===== src/include/pin_change_consts.vh =====
/*
 Constants for the pin-change edge interrupt block: register offsets,
 field positions, reset values and bus response codes.
 Assumes it is included by bare name from the design file.
*/
`ifndef PIN_CHANGE_CONSTS_VH
`define PIN_CHANGE_CONSTS_VH

`define OFS_PORTA_RISE 8'h00
`define OFS_PORTA_FALL 8'h04
`define OFS_PORTA_FLAGS 8'h08
`define OFS_PORTB_RISE 8'h0C
`define OFS_PORTB_FALL 8'h10
`define OFS_PORTB_FLAGS 8'h14
`define OFS_PORTC_RISE 8'h18
`define OFS_PORTC_FALL 8'h1C
`define OFS_PORTC_FLAGS 8'h20
`define OFS_CONTROL 8'h24
`define OFS_IRQ_STATUS 8'h28
`define OFS_IRQ_MASK 8'h2C
`define PORT_STRIDE 8'h0C

`define CTRL_MASTER_EN_BIT 0
`define CTRL_SLEEP_BIT 1
`define STAT_SUMMARY_BIT 0

`define RST_BYTE 8'h00
`define RST_BIT 1'b0
`define RESP_OKAY 2'h0
`define RESP_SLVERR 2'h2
`define ADDR_LO_ZERO 2'h0

`endif


===== src/hdl/pin_change_edge_interrupt.v =====
/*
 Pin-change edge interrupt logic for three 8-bit ports with an AXI4-Lite
 register slave, a summary flag, a masked interrupt and a sleep wake request.
 Assumes pins are already synchronous to i_clk and one AXI4-Lite master.
*/
`timescale 1ns/1ns
`default_nettype none
`include "pin_change_consts.vh"

module pin_change_edge_interrupt #(
    parameter PORT_WIDTH = 8,
    parameter ADDR_WIDTH = 8
) (
    // clock and reset
    input wire i_clk,
    input wire i_rst,
    // port pins
    input wire [PORT_WIDTH-1:0] i_porta_pin,
    input wire [PORT_WIDTH-1:0] i_portb_pin,
    input wire [PORT_WIDTH-1:0] i_portc_pin,
    // axi4-lite write address
    input wire [ADDR_WIDTH-1:0] i_s_axi_awaddr,
    input wire i_s_axi_awvalid,
    output reg o_s_axi_awready,
    // axi4-lite write data
    input wire [31:0] i_s_axi_wdata,
    input wire [3:0] i_s_axi_wstrb,
    input wire i_s_axi_wvalid,
    output reg o_s_axi_wready,
    // axi4-lite write response
    output reg [1:0] o_s_axi_bresp,
    output reg o_s_axi_bvalid,
    input wire i_s_axi_bready,
    // axi4-lite read address
    input wire [ADDR_WIDTH-1:0] i_s_axi_araddr,
    input wire i_s_axi_arvalid,
    output reg o_s_axi_arready,
    // axi4-lite read data
    output reg [31:0] o_s_axi_rdata,
    output reg [1:0] o_s_axi_rresp,
    output reg o_s_axi_rvalid,
    input wire i_s_axi_rready,
    // interrupt and wake
    output reg o_irq,
    output reg o_pin_change_summary_flag,
    output reg o_wake
);

    localparam NPORT = 3;
    localparam NPIN = NPORT * PORT_WIDTH;

    // ----------------------------------------
    // operating notes
    // ----------------------------------------
    // pin path
    // - pins arrive already synchronous to i_clk
    // - one stage of history per pin in pin_prev
    // - rise: pin now high, last sample low
    // - fall: pin now low, last sample high
    // - each edge is seen for exactly one cycle
    // - a level held high sets nothing further
    // - history loads the live pins during reset
    // - so a pin high at release gives no false rise
    // - a pulse shorter than one clock may be missed
    // - a user needing glitch capture must stretch it
    //
    // enables
    // - rise and fall enables are separate bits
    // - both may be set on the same pin
    // - with both clear the pin is ignored
    // - enables act on the edge, not on the level
    // - writing an enable never sets a flag itself
    //
    // flags
    // - one sticky bit per pin, set by hardware
    // - software clears by writing zero
    // - a written one also sets the bit
    // - an edge in the write cycle wins over the write
    // - so a masked clear never loses a new edge
    // - flags keep collecting with master enable off
    //
    // summary
    // - or of all flags of all ports
    // - registered, one cycle behind the flags
    // - drops once every flag is cleared
    //
    // interrupt
    // - status bit records a rising summary
    // - status clears on a written one
    // - a new summary rise in the same cycle wins
    // - o_irq follows the summary level
    // - o_irq is gated by master enable and mask
    // - with master enable off no interrupt leaves
    //
    // sleep and wake
    // - software sets the sleep bit in control
    // - any set flag with master enable ends sleep
    // - sleep bit clears itself on that cycle
    // - o_wake is high for one cycle only
    // - the flag is already set when wake rises
    // - so the first fetch after wake sees the flag
    // - sleep with a flag already set wakes at once
    // - a user should clear flags before sleeping
    //
    // register bus
    // - axi4-lite slave, one write and one read at a time
    // - address and data may come in either order
    // - each is parked in its own holding slot
    // - the write lands when both slots are full and no write response is pending
    // - response rises on the same edge the write lands
    // - ready stays low after a handshake until its slot or read response clears
    // - that costs bandwidth but needs no skid buffer
    // - read data are answered one cycle after address
    // - read data stand until the master takes them
    //
    // register map
    // - byte addresses, one word per register
    // - port a, port b, port c in that order
    // - each port: rise enable, fall enable, flags
    // - then control, interrupt status, mask
    // - only byte lane 0 carries meaning
    // - a write without lane 0 is acknowledged, ignored
    // - upper bits read as zero
    //
    // errors
    // - unmapped address: slave error, no effect
    // - unaligned address: slave error, no effect
    // - read error data are zero
    //
    // reset
    // - synchronous, active high
    // - every enable, flag and control bit to zero
    // - readies low during reset
    // - readies rise on the first edge after release
    //
    // limits
    // - no analog or direction setup in this block
    // - no single-pin port beyond a, b and c
    // - the interrupt controller sits outside
    // - the wake line only requests; the core decides
    //
    // timing from a pin edge
    // - edge k: pin change seen, flag set
    // - edge k+1: summary and wake rise
    // - edge k+1: interrupt status set as well
    // - a read after that returns the flag
    //
    // widths
    // - port width is a parameter, default eight
    // - register fields assume it fits byte lane 0
    // - address width is a parameter, default eight
    //
    // hazards
    // - a read racing a flag set may miss that edge
    // - the flag is still set; the next read sees it
    // - clearing with a plain zero write can drop
    //   an edge seen between the read and the write
    // - use a masked clear of known bits instead

    // ----------------------------------------
    // registers
    // ----------------------------------------
    reg [NPIN-1:0] rise_enable;
    reg [NPIN-1:0] fall_enable;
    reg [NPIN-1:0] change_flags;
    reg [NPIN-1:0] pin_prev;
    reg pin_change_master_enable;
    reg sleep_mode;
    reg irq_status;
    reg irq_mask;

    // bus state
    reg aw_held;
    reg w_held;
    reg [ADDR_WIDTH-1:0] aw_addr;
    reg [31:0] w_data;
    reg [3:0] w_strb;

    wire [NPIN-1:0] pin_now = {i_portc_pin, i_portb_pin, i_porta_pin};

    // ----------------------------------------
    // edge detection
    // ----------------------------------------
    wire [NPIN-1:0] rise_seen = pin_now & ~pin_prev & rise_enable;
    wire [NPIN-1:0] fall_seen = ~pin_now & pin_prev & fall_enable;
    wire [NPIN-1:0] edge_hit = rise_seen | fall_seen;

    always @(posedge i_clk) begin
        if (i_rst) begin
            // load live pins so no false edge follows reset
            pin_prev <= pin_now;
        end else begin
            pin_prev <= pin_now;
        end
    end

    // ----------------------------------------
    // axi4-lite write path
    // ----------------------------------------
    wire wr_go = aw_held && w_held && !o_s_axi_bvalid;
    wire [ADDR_WIDTH-1:0] wa = aw_addr;
    wire wa_aligned = (wa[1:0] == `ADDR_LO_ZERO);
    wire lane0 = w_strb[0];

    reg wr_map;
    always @* begin
        case (wa)
            `OFS_PORTA_RISE, `OFS_PORTA_FALL, `OFS_PORTA_FLAGS,
            `OFS_PORTB_RISE, `OFS_PORTB_FALL, `OFS_PORTB_FLAGS,
            `OFS_PORTC_RISE, `OFS_PORTC_FALL, `OFS_PORTC_FLAGS,
            `OFS_CONTROL, `OFS_IRQ_STATUS, `OFS_IRQ_MASK: wr_map = wa_aligned;
            default: wr_map = 1'b0;
        endcase
    end

    wire do_wr = wr_go && wr_map && lane0;

    always @(posedge i_clk) begin
        if (i_rst) begin
            o_s_axi_awready <= 1'b0;
            o_s_axi_wready <= 1'b0;
            o_s_axi_bvalid <= 1'b0;
            o_s_axi_bresp <= `RESP_OKAY;
            aw_held <= 1'b0;
            w_held <= 1'b0;
            aw_addr <= {ADDR_WIDTH{1'b0}};
            w_data <= 32'h00000000;
            w_strb <= 4'h0;
        end else begin
            // ready only while the holding slot is empty; no skid buffer needed
            o_s_axi_awready <= !aw_held && !(i_s_axi_awvalid && o_s_axi_awready);
            o_s_axi_wready <= !w_held && !(i_s_axi_wvalid && o_s_axi_wready);
            if (i_s_axi_awvalid && o_s_axi_awready) begin
                aw_held <= 1'b1;
                aw_addr <= i_s_axi_awaddr;
            end
            if (i_s_axi_wvalid && o_s_axi_wready) begin
                w_held <= 1'b1;
                w_data <= i_s_axi_wdata;
                w_strb <= i_s_axi_wstrb;
            end
            if (wr_go) begin
                aw_held <= 1'b0;
                w_held <= 1'b0;
                o_s_axi_bvalid <= 1'b1;
                o_s_axi_bresp <= wr_map ? `RESP_OKAY : `RESP_SLVERR;
            end else if (o_s_axi_bvalid && i_s_axi_bready) begin
                o_s_axi_bvalid <= 1'b0;
            end
        end
    end

    // ----------------------------------------
    // per-port registers and flags
    // ----------------------------------------
    genvar p;
    generate
        for (p = 0; p < NPORT; p = p + 1) begin : g_port
            wire [31:0] ofs_rise_full = `OFS_PORTA_RISE + `PORT_STRIDE * p;
            wire [31:0] ofs_fall_full = `OFS_PORTA_FALL + `PORT_STRIDE * p;
            wire [31:0] ofs_flags_full = `OFS_PORTA_FLAGS + `PORT_STRIDE * p;
            wire [ADDR_WIDTH-1:0] ofs_rise = ofs_rise_full[ADDR_WIDTH-1:0];
            wire [ADDR_WIDTH-1:0] ofs_fall = ofs_fall_full[ADDR_WIDTH-1:0];
            wire [ADDR_WIDTH-1:0] ofs_flags = ofs_flags_full[ADDR_WIDTH-1:0];
            wire [PORT_WIDTH-1:0] hit = edge_hit[p*PORT_WIDTH +: PORT_WIDTH];
            wire [PORT_WIDTH-1:0] wbyte = w_data[PORT_WIDTH-1:0];
            always @(posedge i_clk) begin
                if (i_rst) begin
                    rise_enable[p*PORT_WIDTH +: PORT_WIDTH] <= `RST_BYTE;
                    fall_enable[p*PORT_WIDTH +: PORT_WIDTH] <= `RST_BYTE;
                    change_flags[p*PORT_WIDTH +: PORT_WIDTH] <= `RST_BYTE;
                end else begin
                    if (do_wr && wa == ofs_rise) begin
                        rise_enable[p*PORT_WIDTH +: PORT_WIDTH] <= wbyte;
                    end
                    if (do_wr && wa == ofs_fall) begin
                        fall_enable[p*PORT_WIDTH +: PORT_WIDTH] <= wbyte;
                    end
                    // new edges override the written value so none is lost
                    if (do_wr && wa == ofs_flags) begin
                        change_flags[p*PORT_WIDTH +: PORT_WIDTH] <= wbyte | hit;
                    end else begin
                        change_flags[p*PORT_WIDTH +: PORT_WIDTH] <=
                            change_flags[p*PORT_WIDTH +: PORT_WIDTH] | hit;
                    end
                end
            end
        end
    endgenerate

    // ----------------------------------------
    // control, summary, interrupt, wake
    // ----------------------------------------
    wire summary_now = |change_flags;
    wire summary_rise = summary_now && !o_pin_change_summary_flag;

    always @(posedge i_clk) begin
        if (i_rst) begin
            pin_change_master_enable <= `RST_BIT;
            sleep_mode <= `RST_BIT;
            irq_status <= `RST_BIT;
            irq_mask <= `RST_BIT;
            o_pin_change_summary_flag <= 1'b0;
            o_irq <= 1'b0;
            o_wake <= 1'b0;
        end else begin
            o_pin_change_summary_flag <= summary_now;
            if (do_wr && wa == `OFS_CONTROL) begin
                pin_change_master_enable <= w_data[`CTRL_MASTER_EN_BIT];
            end
            if (do_wr && wa == `OFS_IRQ_MASK) begin
                irq_mask <= w_data[`STAT_SUMMARY_BIT];
            end
            // a new summary event wins over a write-one clear
            if (summary_rise) begin
                irq_status <= 1'b1;
            end else if (do_wr && wa == `OFS_IRQ_STATUS && w_data[`STAT_SUMMARY_BIT]) begin
                irq_status <= 1'b0;
            end
            // flags already hold the edge one cycle before wake rises
            if (sleep_mode && pin_change_master_enable && summary_now) begin
                sleep_mode <= 1'b0;
            end else if (do_wr && wa == `OFS_CONTROL) begin
                sleep_mode <= w_data[`CTRL_SLEEP_BIT];
            end
            o_wake <= sleep_mode && pin_change_master_enable && summary_now;
            o_irq <= pin_change_master_enable && summary_now && irq_mask;
        end
    end

    // ----------------------------------------
    // axi4-lite read path
    // ----------------------------------------
    reg [31:0] rd_word;
    reg rd_map;
    always @* begin
        rd_word = 32'h00000000;
        rd_map = (i_s_axi_araddr[1:0] == `ADDR_LO_ZERO);
        case (i_s_axi_araddr)
            `OFS_PORTA_RISE: rd_word[PORT_WIDTH-1:0] = rise_enable[PORT_WIDTH-1:0];
            `OFS_PORTA_FALL: rd_word[PORT_WIDTH-1:0] = fall_enable[PORT_WIDTH-1:0];
            `OFS_PORTA_FLAGS: rd_word[PORT_WIDTH-1:0] = change_flags[PORT_WIDTH-1:0];
            `OFS_PORTB_RISE: rd_word[PORT_WIDTH-1:0] = rise_enable[2*PORT_WIDTH-1:PORT_WIDTH];
            `OFS_PORTB_FALL: rd_word[PORT_WIDTH-1:0] = fall_enable[2*PORT_WIDTH-1:PORT_WIDTH];
            `OFS_PORTB_FLAGS: rd_word[PORT_WIDTH-1:0] = change_flags[2*PORT_WIDTH-1:PORT_WIDTH];
            `OFS_PORTC_RISE: rd_word[PORT_WIDTH-1:0] = rise_enable[NPIN-1:2*PORT_WIDTH];
            `OFS_PORTC_FALL: rd_word[PORT_WIDTH-1:0] = fall_enable[NPIN-1:2*PORT_WIDTH];
            `OFS_PORTC_FLAGS: rd_word[PORT_WIDTH-1:0] = change_flags[NPIN-1:2*PORT_WIDTH];
            `OFS_CONTROL: begin
                rd_word[`CTRL_MASTER_EN_BIT] = pin_change_master_enable;
                rd_word[`CTRL_SLEEP_BIT] = sleep_mode;
            end
            `OFS_IRQ_STATUS: rd_word[`STAT_SUMMARY_BIT] = irq_status;
            `OFS_IRQ_MASK: rd_word[`STAT_SUMMARY_BIT] = irq_mask;
            default: rd_map = 1'b0;
        endcase
    end

    always @(posedge i_clk) begin
        if (i_rst) begin
            o_s_axi_arready <= 1'b0;
            o_s_axi_rvalid <= 1'b0;
            o_s_axi_rdata <= 32'h00000000;
            o_s_axi_rresp <= `RESP_OKAY;
        end else begin
            o_s_axi_arready <= !o_s_axi_rvalid && !(i_s_axi_arvalid && o_s_axi_arready);
            if (i_s_axi_arvalid && o_s_axi_arready) begin
                o_s_axi_rvalid <= 1'b1;
                o_s_axi_rdata <= rd_map ? rd_word : 32'h00000000;
                o_s_axi_rresp <= rd_map ? `RESP_OKAY : `RESP_SLVERR;
            end else if (o_s_axi_rvalid && i_s_axi_rready) begin
                o_s_axi_rvalid <= 1'b0;
            end
        end
    end

endmodule // pin_change_edge_interrupt

`default_nettype wire


===== config.mk =====
export PLATFORM = sky130hd
export DESIGN_NAME = pin_change_edge_interrupt
export DESIGN_NICKNAME = d
export VERILOG_FILES = /design/src/hdl/pin_change_edge_interrupt.v
export VERILOG_INCLUDE_DIRS = /design/src /design/src/include
export SDC_FILE = /design/constraint.sdc
export NUM_CORES = 1
export LEC_CHECK = 0
export BUFFER_PORTS_ARGS = -buffer_cell sky130_fd_sc_hd__buf_2
export CAP_MARGIN = 20
export CORE_MARGIN = 2
export CORE_UTILIZATION = 45
export DETAILED_ROUTE_END_ITERATION = 10
export HOLD_SLACK_MARGIN = 0.05
export PLACE_DENSITY = 0.68
export SYNTH_ARGS = -nofsm -noshare
export SYNTH_HDL_FRONTEND = slang
export SYNTH_SLANG_ARGS = --single-unit

===== constraint.sdc =====
create_clock -name i_clk -period 2.1 [get_ports i_clk]
set_input_delay 0.315 -clock i_clk [delete_from_list [all_inputs] [get_ports i_clk]]
set_output_delay 0.315 -clock i_clk [all_outputs]
set_load 0.1 [all_outputs]

# == After elaboration in Yosys (flattened, before gate mapping) ==
# Index checks and enable logic that the tools add are counted.
# word_totals
wordCells,132
register_bits,163
# classes
mux,17
bitwise_logic,13
n_eq_ne,22
n_reduce_logical,50
# op_table
operator,n
$and A24 B24 Y24,4
$eq A8 B5 Y1 const B,8
$eq A8 B6 Y1 const B,8
$pmux W6 S9,1
$not A24 Y24,2
$or A8 B8 Y8,6
$eq A8 B4 Y1 const B,4
$mux W8,4
$logic_and A1 B1 Y1,30
$or A24 B24 Y24,1
$reduce_or A12 Y1,2
$reduce_or A24 Y1,1
$eq A8 B3 Y1 const B,2
$logic_not A8 Y1,2
$pmux W1 S12,1
$pmux W1 S10,1
$logic_not A1 Y1,8
$mux W1,8
$reduce_bool A2 Y1,3
$logic_not A2 Y1,2
$mux W2,2
$reduce_or A2 Y1,2

# == Longest topological paths before layout ==
# Gate-level depths: netlist (run 1).
# logic_depth
ltp_word,9
depth_mapped,8

# == Worst setup path after synthesis (run 1) ==
# No wires, ideal clock.
# synth_timing
path_kind,register -> register
start,reg o_s_axi_bvalid
end,reg fall_enable[0]
setup_time_ns,0.128
path_buffers,2
path_stages_with_launch,8
required_ns,1.972
setup_slack_ns,-0.040
arrival_ns,2.013
path_cell_list,dfxtp_1 -> nand4b_1 -> or3_1 -> clkbuf_1 -> nor2b_1 -> buf_4 -> mux2i_1 -> nor2_1
# synth_between
elab_chain_cells,5
# synth_lines
element,line_no,text
start: declaration,pin_change_edge_interrupt.v:32,"output reg o_s_axi_bvalid,"
start signal: assignment,pin_change_edge_interrupt.v:222,o_s_axi_bvalid <= 1'b0;
start signal: assignment,pin_change_edge_interrupt.v:245,o_s_axi_bvalid <= 1'b1;
start signal: assignment,pin_change_edge_interrupt.v:248,o_s_axi_bvalid <= 1'b0;
$logic_not A1 Y1,pin_change_edge_interrupt.v:200,wire wr_go = aw_held && w_held && !o_s_axi_bvalid;
$logic_and A1 B1 Y1,pin_change_edge_interrupt.v:200,
$logic_and A1 B1 Y1 (2 in series),pin_change_edge_interrupt.v:216,wire do_wr = wr_go && wr_map && lane0;
$logic_and A1 B1 Y1,pin_change_edge_interrupt.v:276,if (do_wr && wa == ofs_fall) begin
end signal: indexed assignment,pin_change_edge_interrupt.v:270,fall_enable[p*PORT_WIDTH +: PORT_WIDTH] <= `RST_BYTE;
end signal: indexed assignment,pin_change_edge_interrupt.v:277,fall_enable[p*PORT_WIDTH +: PORT_WIDTH] <= wbyte;
end: declaration,pin_change_edge_interrupt.v:164,reg [NPIN-1:0] fall_enable;
# Every way passes these cells.
# A chain may end at the register's enable or synchronous reset.

# == Worst setup path after layout (run 1) ==
# layout_timing
start,reg aw_addr[7]
end,reg fall_enable[5]
# layout_between
elab_chain_cells,6
word_cells_on_any_way,17
classes_between,11 x eq/ne; 1 x mux; 5 x reduce/logical
# layout_lines
element,line_no,text
start: declaration,pin_change_edge_interrupt.v:175,reg [ADDR_WIDTH-1:0] aw_addr;
start signal: assignment,pin_change_edge_interrupt.v:226,aw_addr <= {ADDR_WIDTH{1'b0}};
start signal: assignment,pin_change_edge_interrupt.v:235,aw_addr <= i_s_axi_awaddr;
$eq A8 B3 Y1 (tied with other cells),"pin_change_edge_interrupt.v:207, pin_change_edge_interrupt.v:276",
$reduce_or A12 Y1,pin_change_edge_interrupt.v:207,case (wa)
$mux W1,pin_change_edge_interrupt.v:207,
$logic_and A1 B1 Y1 (2 in series),pin_change_edge_interrupt.v:216,
$logic_and A1 B1 Y1 (*),pin_change_edge_interrupt.v:276,
# Mark *: on every way between the ends. The rest lies on a longest branch, timed or not.

==> flow_metrics.env, run 1 <==
export IMPL_crit_type="flop to flop"
export IMPL_setup_slack_ps=122
export IMPL_post_route_period_util=0.942
export IMPL_fin_skew_ps=4.79
export IMPL_crit_fanout=8
export IMPL_fin_crit_ps=1980
export IMPL_ys_seq_area_frac=0.445
export IMPL_maxCapViolations=0
export IMPL_synth_edff_count=0
export IMPL_async_reset_ff_frac=0
export IMPL_cp_end_kind="flop"
export IMPL_vias=5259
export IMPL_antenna_left=0
export IMPL_tightestPinTransition_ps=613
export IMPL_rsz0062_at_grt="false"
export IMPL_grt_usage=0.232
export IMPL_ys_flop_type="dfxtp_1"
export IMPL_ioPinCount=127
export IMPL_htree_levels=4
export IMPL_insertion_delay_ps=430
export IMPL_p_leak_nw=3.08
export IMPL_dp_cells=891
export IMPL_cts_sinks=137
export IMPL_die_height_um=121
export IMPL_fin_hold_ws_ps=126
export IMPL_cts_buffers=17
export IMPL_initial_core_util=0.463
export IMPL_drive_above_1_share=0.198
export IMPL_cts_tree="done"
export IMPL_required_ps=2390
export IMPL_fp_dieW_um=121
export IMPL_synth_seq_cells=137
export IMPL_path_cells="or4_4 > nor3b_4 > nor2b_4 > buf_6 > mux2i_1 > nor2_1"
export IMPL_cpPeakStageDelay_ps=600
export IMPL_rows=42
export IMPL_ys_types=57
export IMPL_grt_ovfl_total=0
export IMPL_dp_slack_ps=35.6
export IMPL_syn_area_sq_mm=0.00616
export IMPL_worst_r2r_path_depth=6
export IMPL_clk_pin_slew_worst_paths_ps=60
export IMPL_fin_setup_tns_ps=0
export IMPL_diodes=0
export IMPL_die_area_sq_mm=0.0146
export IMPL_slowest_stage="or4_4"
export IMPL_synthCells=653
export IMPL_ir_drop_mv=0.675
export IMPL_cts_root_buf="clkbuf_16"
export IMPL_hold_class="input pin to flop"
export IMPL_antenna_found_initial=0
export IMPL_arrival_ps=2270
export IMPL_drc=0
export IMPL_slew_violations=0
export IMPL_hold_viol_final=0
export IMPL_fmax_mhz=506
export IMPL_ys_warnings_count=0
export IMPL_grt_max_degree=77
export IMPL_grt_pass1_wl_um=26300
export IMPL_core_area_sq_mm=0.0133
export IMPL_firstDrtPassIters=5
export IMPL_stdcell_count=948
export IMPL_num_fill_cells=1175
export IMPL_synthToLayoutAreaGrowth_pct=22.3
export IMPL_final_util=0.567
export IMPL_cp_start_kind="flop"
export IMPL_syn_avg_cell_area_sq_um=9.43
export IMPL_port_buffers=73
export IMPL_gp_congestion=0.941
export IMPL_wl_um=16400
export IMPL_nets=842
export IMPL_status="finished, final reports clean"
export IMPL_drt_initial_drc_count=409
export IMPL_clockBufferDepth=2
export IMPL_vias_per_cell=5.55
export IMPL_place_hpwl_um=11600
export IMPL_wire_per_inst_um=17.3
export IMPL_power_density_mw_per_mm2=843
export IMPL_setup_viol=0
export IMPL_slew_headroom=0.591
export IMPL_min_path_cells=3
export IMPL_first_global_vias=5053
worst paths after layout:
path                                               endpoint  slack (ps)                   startpoint
worst max-delay path            fall_enable[5]$_SDFFE_PP0P_         120      aw_addr[7]$_SDFFE_PP0P_
worst min-delay path                aw_addr[2]$_SDFFE_PP0P_         130            i_s_axi_awaddr[2]
worst max register to register  fall_enable[5]$_SDFFE_PP0P_         120      aw_addr[7]$_SDFFE_PP0P_
worst min register to register   o_s_axi_arready$_SDFF_PP0_         440  o_s_axi_rvalid$_SDFFE_PP0P_
metrics by stage:
stage | total power [mW] | instance area, sq um
after detailed placement | 3.32 | 6650
after CTS | 6.38 | 7490
after floorplan | 3.23 | 6260
after global routing | 6.55 | 7530
final | 6.35 | 7530
after global placement | 3.31 | 6650
registers in the layout, indices dropped and copies added (netlist names), 8 cells and up:
name,flops
change_flags,24
rise_enable,24
fall_enable,24
aw_addr,8
o_s_axi_rdata,8
pin_prev,24
w_data,8
cells by family after synthesis:
logic type,Yosys count,synth area share
DFF,137,0.445
AOI/OAI and AO/OA,111,0.111
muxes,80,0.141
and+or+nand+nor,256,0.226
buffers and inverters,68,0.0762
other,1,0.000609
layout make-up:
cell class	instances	area, sq um	area share
Clock buffer	24	482	0.0640
Clock inverter	8	118	0.0156
Inverter	1	3.75	0.000498
Multi-Input combinational cell	473	3070	0.408
Sequential cell	137	2740	0.364
Tap cell	176	220	0.0292
Timing Repair Buffer	129	893	0.119
report_power, final:
part	internal, mW	switching [mW]	total, mW	leakage [nW]
registers	2.65	0.0561	2.71	1.12
clock network	1.95	1.09	3.04	0.294
logic	0.158	0.445	0.603	1.67
synthesized netlist by cell type (4+ instances only):
master / count / area share
nor4_1: 8 / 0.0081
nand3_1: 11 / 0.0089
nand4_1: 4 / 0.0041
and3b_1: 4 / 0.0057
buf_2: 5 / 0.0041
mux2i_1: 71 / 0.12
nand3b_1: 52 / 0.063
nand2_1: 69 / 0.042
a22oi_1: 4 / 0.0049
buf_6: 11 / 0.020
mux4_2: 5 / 0.018
dfxtp_1: 137 / 0.45
nor2_1: 58 / 0.035
and3_1: 4 / 0.0041
o21ai_0: 16 / 0.013
mux2_2: 4 / 0.0073
nor3_1: 15 / 0.012
clkbuf_1: 19 / 0.012
a32oi_1: 4 / 0.0057
buf_4: 27 / 0.033
a31oi_1: 26 / 0.026
a21oi_1: 38 / 0.031
nor2b_1: 5 / 0.0051
critical path, delay by kind of cell, from the launching register on:
| kind | cells | cell delay [ps] |
|---|---|---|
| and+or+nand+nor | 4 | 1120 |
| DFF | 1 | 330 |
| muxes | 1 | 210 |
| buffers and inverters | 1 | 190 |
what timing repair did:
item / in CTS / in global routing
hold buffers: 24 / 0
setup buffers: 0 / 1
resized for setup: 0 / 8
endpoints found under the hold margin: 24 / 0
endpoints found under the setup margin: 0 / 32
layout by cell type, fill, tap and decap left out, types with 24 or more instances in the layout:
| master | Yosys | routed |
|---|---|---|
| dfxtp_1 | 137 | 136 |
| buf_2 | 5 | 72 |
| mux2i_1 | 71 | 71 |
| nand2_1 | 69 | 69 |
| nor2_1 | 58 | 58 |
| nand3b_1 | 52 | 52 |
| a21oi_1 | 38 | 38 |
| buf_4 | 27 | 28 |
| a31oi_1 | 26 | 26 |
| conb_1 | 1 | 26 |
| dlygate4sd3_1 | 0 | 24 |
metal layers:
layer  vias up  part of all wire  track usage
met5         -                 0            0
met4         0             0.017       0.0872
met3        22             0.072       0.0611
met2       207              0.46        0.364
met1      2511              0.45        0.305
li1       2519                 -            -
Power figures use the tool's default switching activity.
==> inputs of run 2 (changes only) <==
--- a/config.mk
+++ b/config.mk
@@ -6,13 +6,14 @@
 export SDC_FILE = /design/constraint.sdc
 export NUM_CORES = 1
 export LEC_CHECK = 0
+export ABC_AREA = 1
 export BUFFER_PORTS_ARGS = -buffer_cell sky130_fd_sc_hd__buf_2
 export CAP_MARGIN = 20
 export CORE_MARGIN = 2
 export CORE_UTILIZATION = 45
 export DETAILED_ROUTE_END_ITERATION = 10
 export HOLD_SLACK_MARGIN = 0.05
-export PLACE_DENSITY = 0.68
+export PLACE_DENSITY = 0.67
 export SYNTH_ARGS = -nofsm -noshare
 export SYNTH_HDL_FRONTEND = slang
 export SYNTH_SLANG_ARGS = --single-unit
==> run 2 against run 1 <==
Against the previous run: critical path depth up 3; first-iteration DRC count increased by 16%; non-clock buffer count decreased by 10; routed wire length is 10% higher; critical endpoint is now fall_enable[4]$_SDFFE_PP0P_; worst setup slack gained 210 ps; highest routed layer unchanged; clock power up 2%; maximum frequency increased by 12%; final area rose by 5.7%; hold slack gained 4.6 ps; combinational power up 7.3%; synthesized cell count increased by 55%; largest power group unchanged.
==> flow_metrics.env, run 2 <==
export IMPL_ys_flop_type="dfxtp_1"
export IMPL_fin_skew_ps=12.0
export IMPL_core_area_sq_mm=0.0144
export IMPL_fp_dieW_um=125
export IMPL_worst_r2r_path_depth=9
export IMPL_slowest_stage="dfxtp_1"
export IMPL_layout_commonest_cell="nand2_1"
export IMPL_cts_tree="done"
export IMPL_synthToLayoutAreaGrowth_pct=20.6
export IMPL_rsz0062_at_grt="false"
export IMPL_yosys_area_top_type="dfxtp_1"
export IMPL_crit_top_cell="nand2_1"
export IMPL_vias=6406
export IMPL_post_route_period_util=0.842
export IMPL_p_comb_frac=0.100
export IMPL_p_leak_nw=3.89
export IMPL_diodes=0
export IMPL_arrival_ps=2120
export IMPL_maxCapViolations=0
export IMPL_hold_class="input pin to flop"
export IMPL_nets=1188
export IMPL_die_area_sq_mm=0.0157
export IMPL_ys_types=29
export IMPL_ioPinCount=127
export IMPL_path_cells="nor2_2 > o21ai_1 > inv_2 > nand4_4 > nor2_4 > nand2_1 > nand2_1 > nand2_1 > nor2_1"
export IMPL_holdPathEnd="o_s_axi_bvalid$_SDFFE_PP0P_"
export IMPL_ys_seq_area_frac=0.415
export IMPL_synth_top_area_frac=0.415
export IMPL_wire_per_inst_um=13.8
export IMPL_clk_pin_slew_worst_paths_ps=60
export IMPL_antenna_found_initial=0
export IMPL_grt_ovfl_total=0
export IMPL_grt_max_degree=66
export IMPL_cp_start_kind="flop"
export IMPL_place_hpwl_um=12700
export IMPL_firstDrtPassIters=6
export IMPL_synth_compound_area_frac=0.0890
export IMPL_initial_core_util=0.458
export IMPL_drc=0
export IMPL_grt_pass1_wl_um=29600
export IMPL_wl_um=18000
export IMPL_fin_setup_tns_ps=0
export IMPL_slew_headroom=0.576
export IMPL_regToRegSetupSlack_ps=330
export IMPL_yosys_top_cells_count="200 x nand2_1, 192 x nor2_1, 137 x dfxtp_1, 127 x inv_1, 111 x nand3_1"
export IMPL_drt_initial_drc_count=475
export IMPL_ir_drop_mv=0.652
export IMPL_swShare=0.263
export IMPL_min_path_cells=4
export IMPL_required_ps=2450
export IMPL_synth_simple_area_share=0.362
export IMPL_p_switching_mw=1.70
export IMPL_cp_end_kind="flop"
export IMPL_syn_area_sq_mm=0.00661
export IMPL_final_util=0.552
export IMPL_antenna_left=0
export IMPL_p_seq_frac=0.422
export IMPL_grt_usage=0.238
export IMPL_timing_rr_end="fall_enable[4]$_SDFFE_PP0P_"
export IMPL_synth_seq_cells=137
export IMPL_rows=44
export IMPL_clockBufferDepth=2
export IMPL_multi_input_area_sq_mm=0.00307
export IMPL_cts_buffers=17
export IMPL_drive_above_1_share=0.137
export IMPL_crit_type="flop to flop"
export IMPL_crit_family="simple AND/OR/NAND/NOR gates"
export IMPL_htree_levels=4
export IMPL_worst_path_buf_inv=1
export IMPL_hold_start="i_s_axi_bready"
export IMPL_ys_warnings_count=0
export IMPL_port_buffers=73
export IMPL_fmax_mhz=566
export IMPL_fin_crit_ps=1770
export IMPL_p_int_mw=4.78
export IMPL_die_height_um=125
export IMPL_synth_edff_count=0
export IMPL_cpPeakStageDelay_ps=320
export IMPL_yosys_top_cells_area="dfxtp_1 42%, nand2_1 11%, nor2_1 11%, nand3_1 8.4%, inv_1 7.2%"
export IMPL_power_share_clock=0.478
export IMPL_hold_viol_final=0
export IMPL_synthCells=1009
export IMPL_gp_congestion=0.911
export IMPL_post_cts_resized=0
export IMPL_status="finished, final reports clean"
export IMPL_crit_fanout=9
export IMPL_insertion_delay_ps=420
export IMPL_synthMuxAreaShare=0
export IMPL_synth_fa_ha_area_frac=0
export IMPL_yosysMostFrequentCell="nand2_1"
export IMPL_seq_area_sq_mm=0.00274
export IMPL_slew_violations=0
export IMPL_syn_avg_cell_area_sq_um=6.55
export IMPL_layout_common_cells="200 x nand2_1, 192 x nor2_1, 136 x dfxtp_1"
export IMPL_synth_top_family_by_area="simple AND/OR/NAND/NOR gates"
export IMPL_cts_sinks=137
export IMPL_r2r_start="aw_addr[0]$_SDFFE_PP0P_"
export IMPL_num_fill_cells=1436
export IMPL_synth_xor_area_frac=0
export IMPL_stdcell_count=1301
export IMPL_dp_cells=1245
export IMPL_async_reset_ff_frac=0
export IMPL_vias_per_cell=4.92
export IMPL_power_density_mw_per_mm2=814
export IMPL_cts_root_buf="clkbuf_16"
export IMPL_first_global_vias=5833
export IMPL_setup_viol=0
export IMPL_tightestPinTransition_ps=635
## run 2: cell count changes after synthesis, moves of 7 or more
cell | before | now
o21ai_1 | 0 | 23
o21ai_0 | 16 | 49
inv_2 | 0 | 7
mux2i_1 | 71 | 0
buf_6 | 11 | 1
nor4_1 | 8 | 0
nor2_1 | 58 | 192
a31oi_1 | 26 | 0
nor3_1 | 15 | 22
nand2_1 | 69 | 200
nand3b_1 | 52 | 0
inv_1 | 1 | 127
nand3_1 | 11 | 111
clkbuf_1 | 19 | 28
## run 2: final cells by class
| class | count | area share |
|---|---|---|
| Sequential cell | 137 | 0.345 |
| Timing Repair Buffer | 119 | 0.0999 |
| Clock buffer | 19 | 0.0544 |
| Tap cell | 184 | 0.0289 |
| Clock inverter | 12 | 0.0222 |
| Multi-Input combinational cell | 694 | 0.386 |
| Inverter | 136 | 0.0641 |
## run 2: per-layer routing
layer,share of wire,up-vias,track usage
met4,0.022,0,0.0725
met2,0.45,229,0.372
met5,0,-,0
met1,0.46,2847,0.328
li1,-,3296,-
met3,0.072,34,0.0552
## run 2: tightest hold or removal path, delay by kind of cell
kind                   cells  cell delay (ps)
buffers and inverters      2              100
AOI/OAI and AO/OA          1               50
and+or+nand+nor            1               40
## run 2: power groups by stage
stage | Sequential [mW] | Clock, mW | Combinational (mW)
after floorplan | 2.81 | 0 | 0.466
after global placement | 2.79 | 0 | 0.605
after detailed placement | 2.80 | 0 | 0.609
after CTS | 2.74 | 3.13 | 0.646
after global routing | 2.75 | 3.25 | 0.695
final | 2.74 | 3.10 | 0.647
## run 2: worst max-delay path by stage
| stage | startpoint | endpoint | slack [ps] | cells past startpoint |
|---|---|---|---|---|
| 4_1_cts | aw_addr[2]$_SDFFE_PP0P_ | change_flags[14]$_SDFF_PP0_ | 310 | 7 |
| 3_5_place_dp | aw_addr[0]$_SDFFE_PP0P_ | change_flags[13]$_SDFF_PP0_ | 320 | 8 |
| 3_3_place_gp | aw_addr[0]$_SDFFE_PP0P_ | change_flags[12]$_SDFF_PP0_ | 320 | 8 |
| 5_1_grt | aw_addr[7]$_SDFFE_PP0P_ | rise_enable[22]$_SDFFE_PP0P_ | 170 | 8 |
| 2_1_floorplan | o_s_axi_wready$_SDFF_PP0_ | w_data[1]$_SDFFE_PP0P_ | 250 | 5 |
| 6_report | aw_addr[0]$_SDFFE_PP0P_ | fall_enable[4]$_SDFFE_PP0P_ | 330 | 9 |
## run 2: kinds of logic after synthesis
kind of cell	after synthesis
simple gates	551
buf+inv	203
flops	137
compound gates	117
other cells	1
## run 2: what timing repair did
action / CTS / global route
hold buffers: 24 / 0
hold endpoints to repair: 24 / 0
setup buffers: 0 / 1
setup endpoints to repair: 0 / 1
## run 2: through the flow
stage	worst slack [ps]	total power [mW]	cell area (sq um)	hold slack, ps
floorplan	252	3.28	6700	343
finish	332	6.49	7960	131
global placement	319	3.40	7110	445
global route	169	6.69	7960	149
detailed placement	316	3.40	7110	446
CTS	305	6.52	7960	121
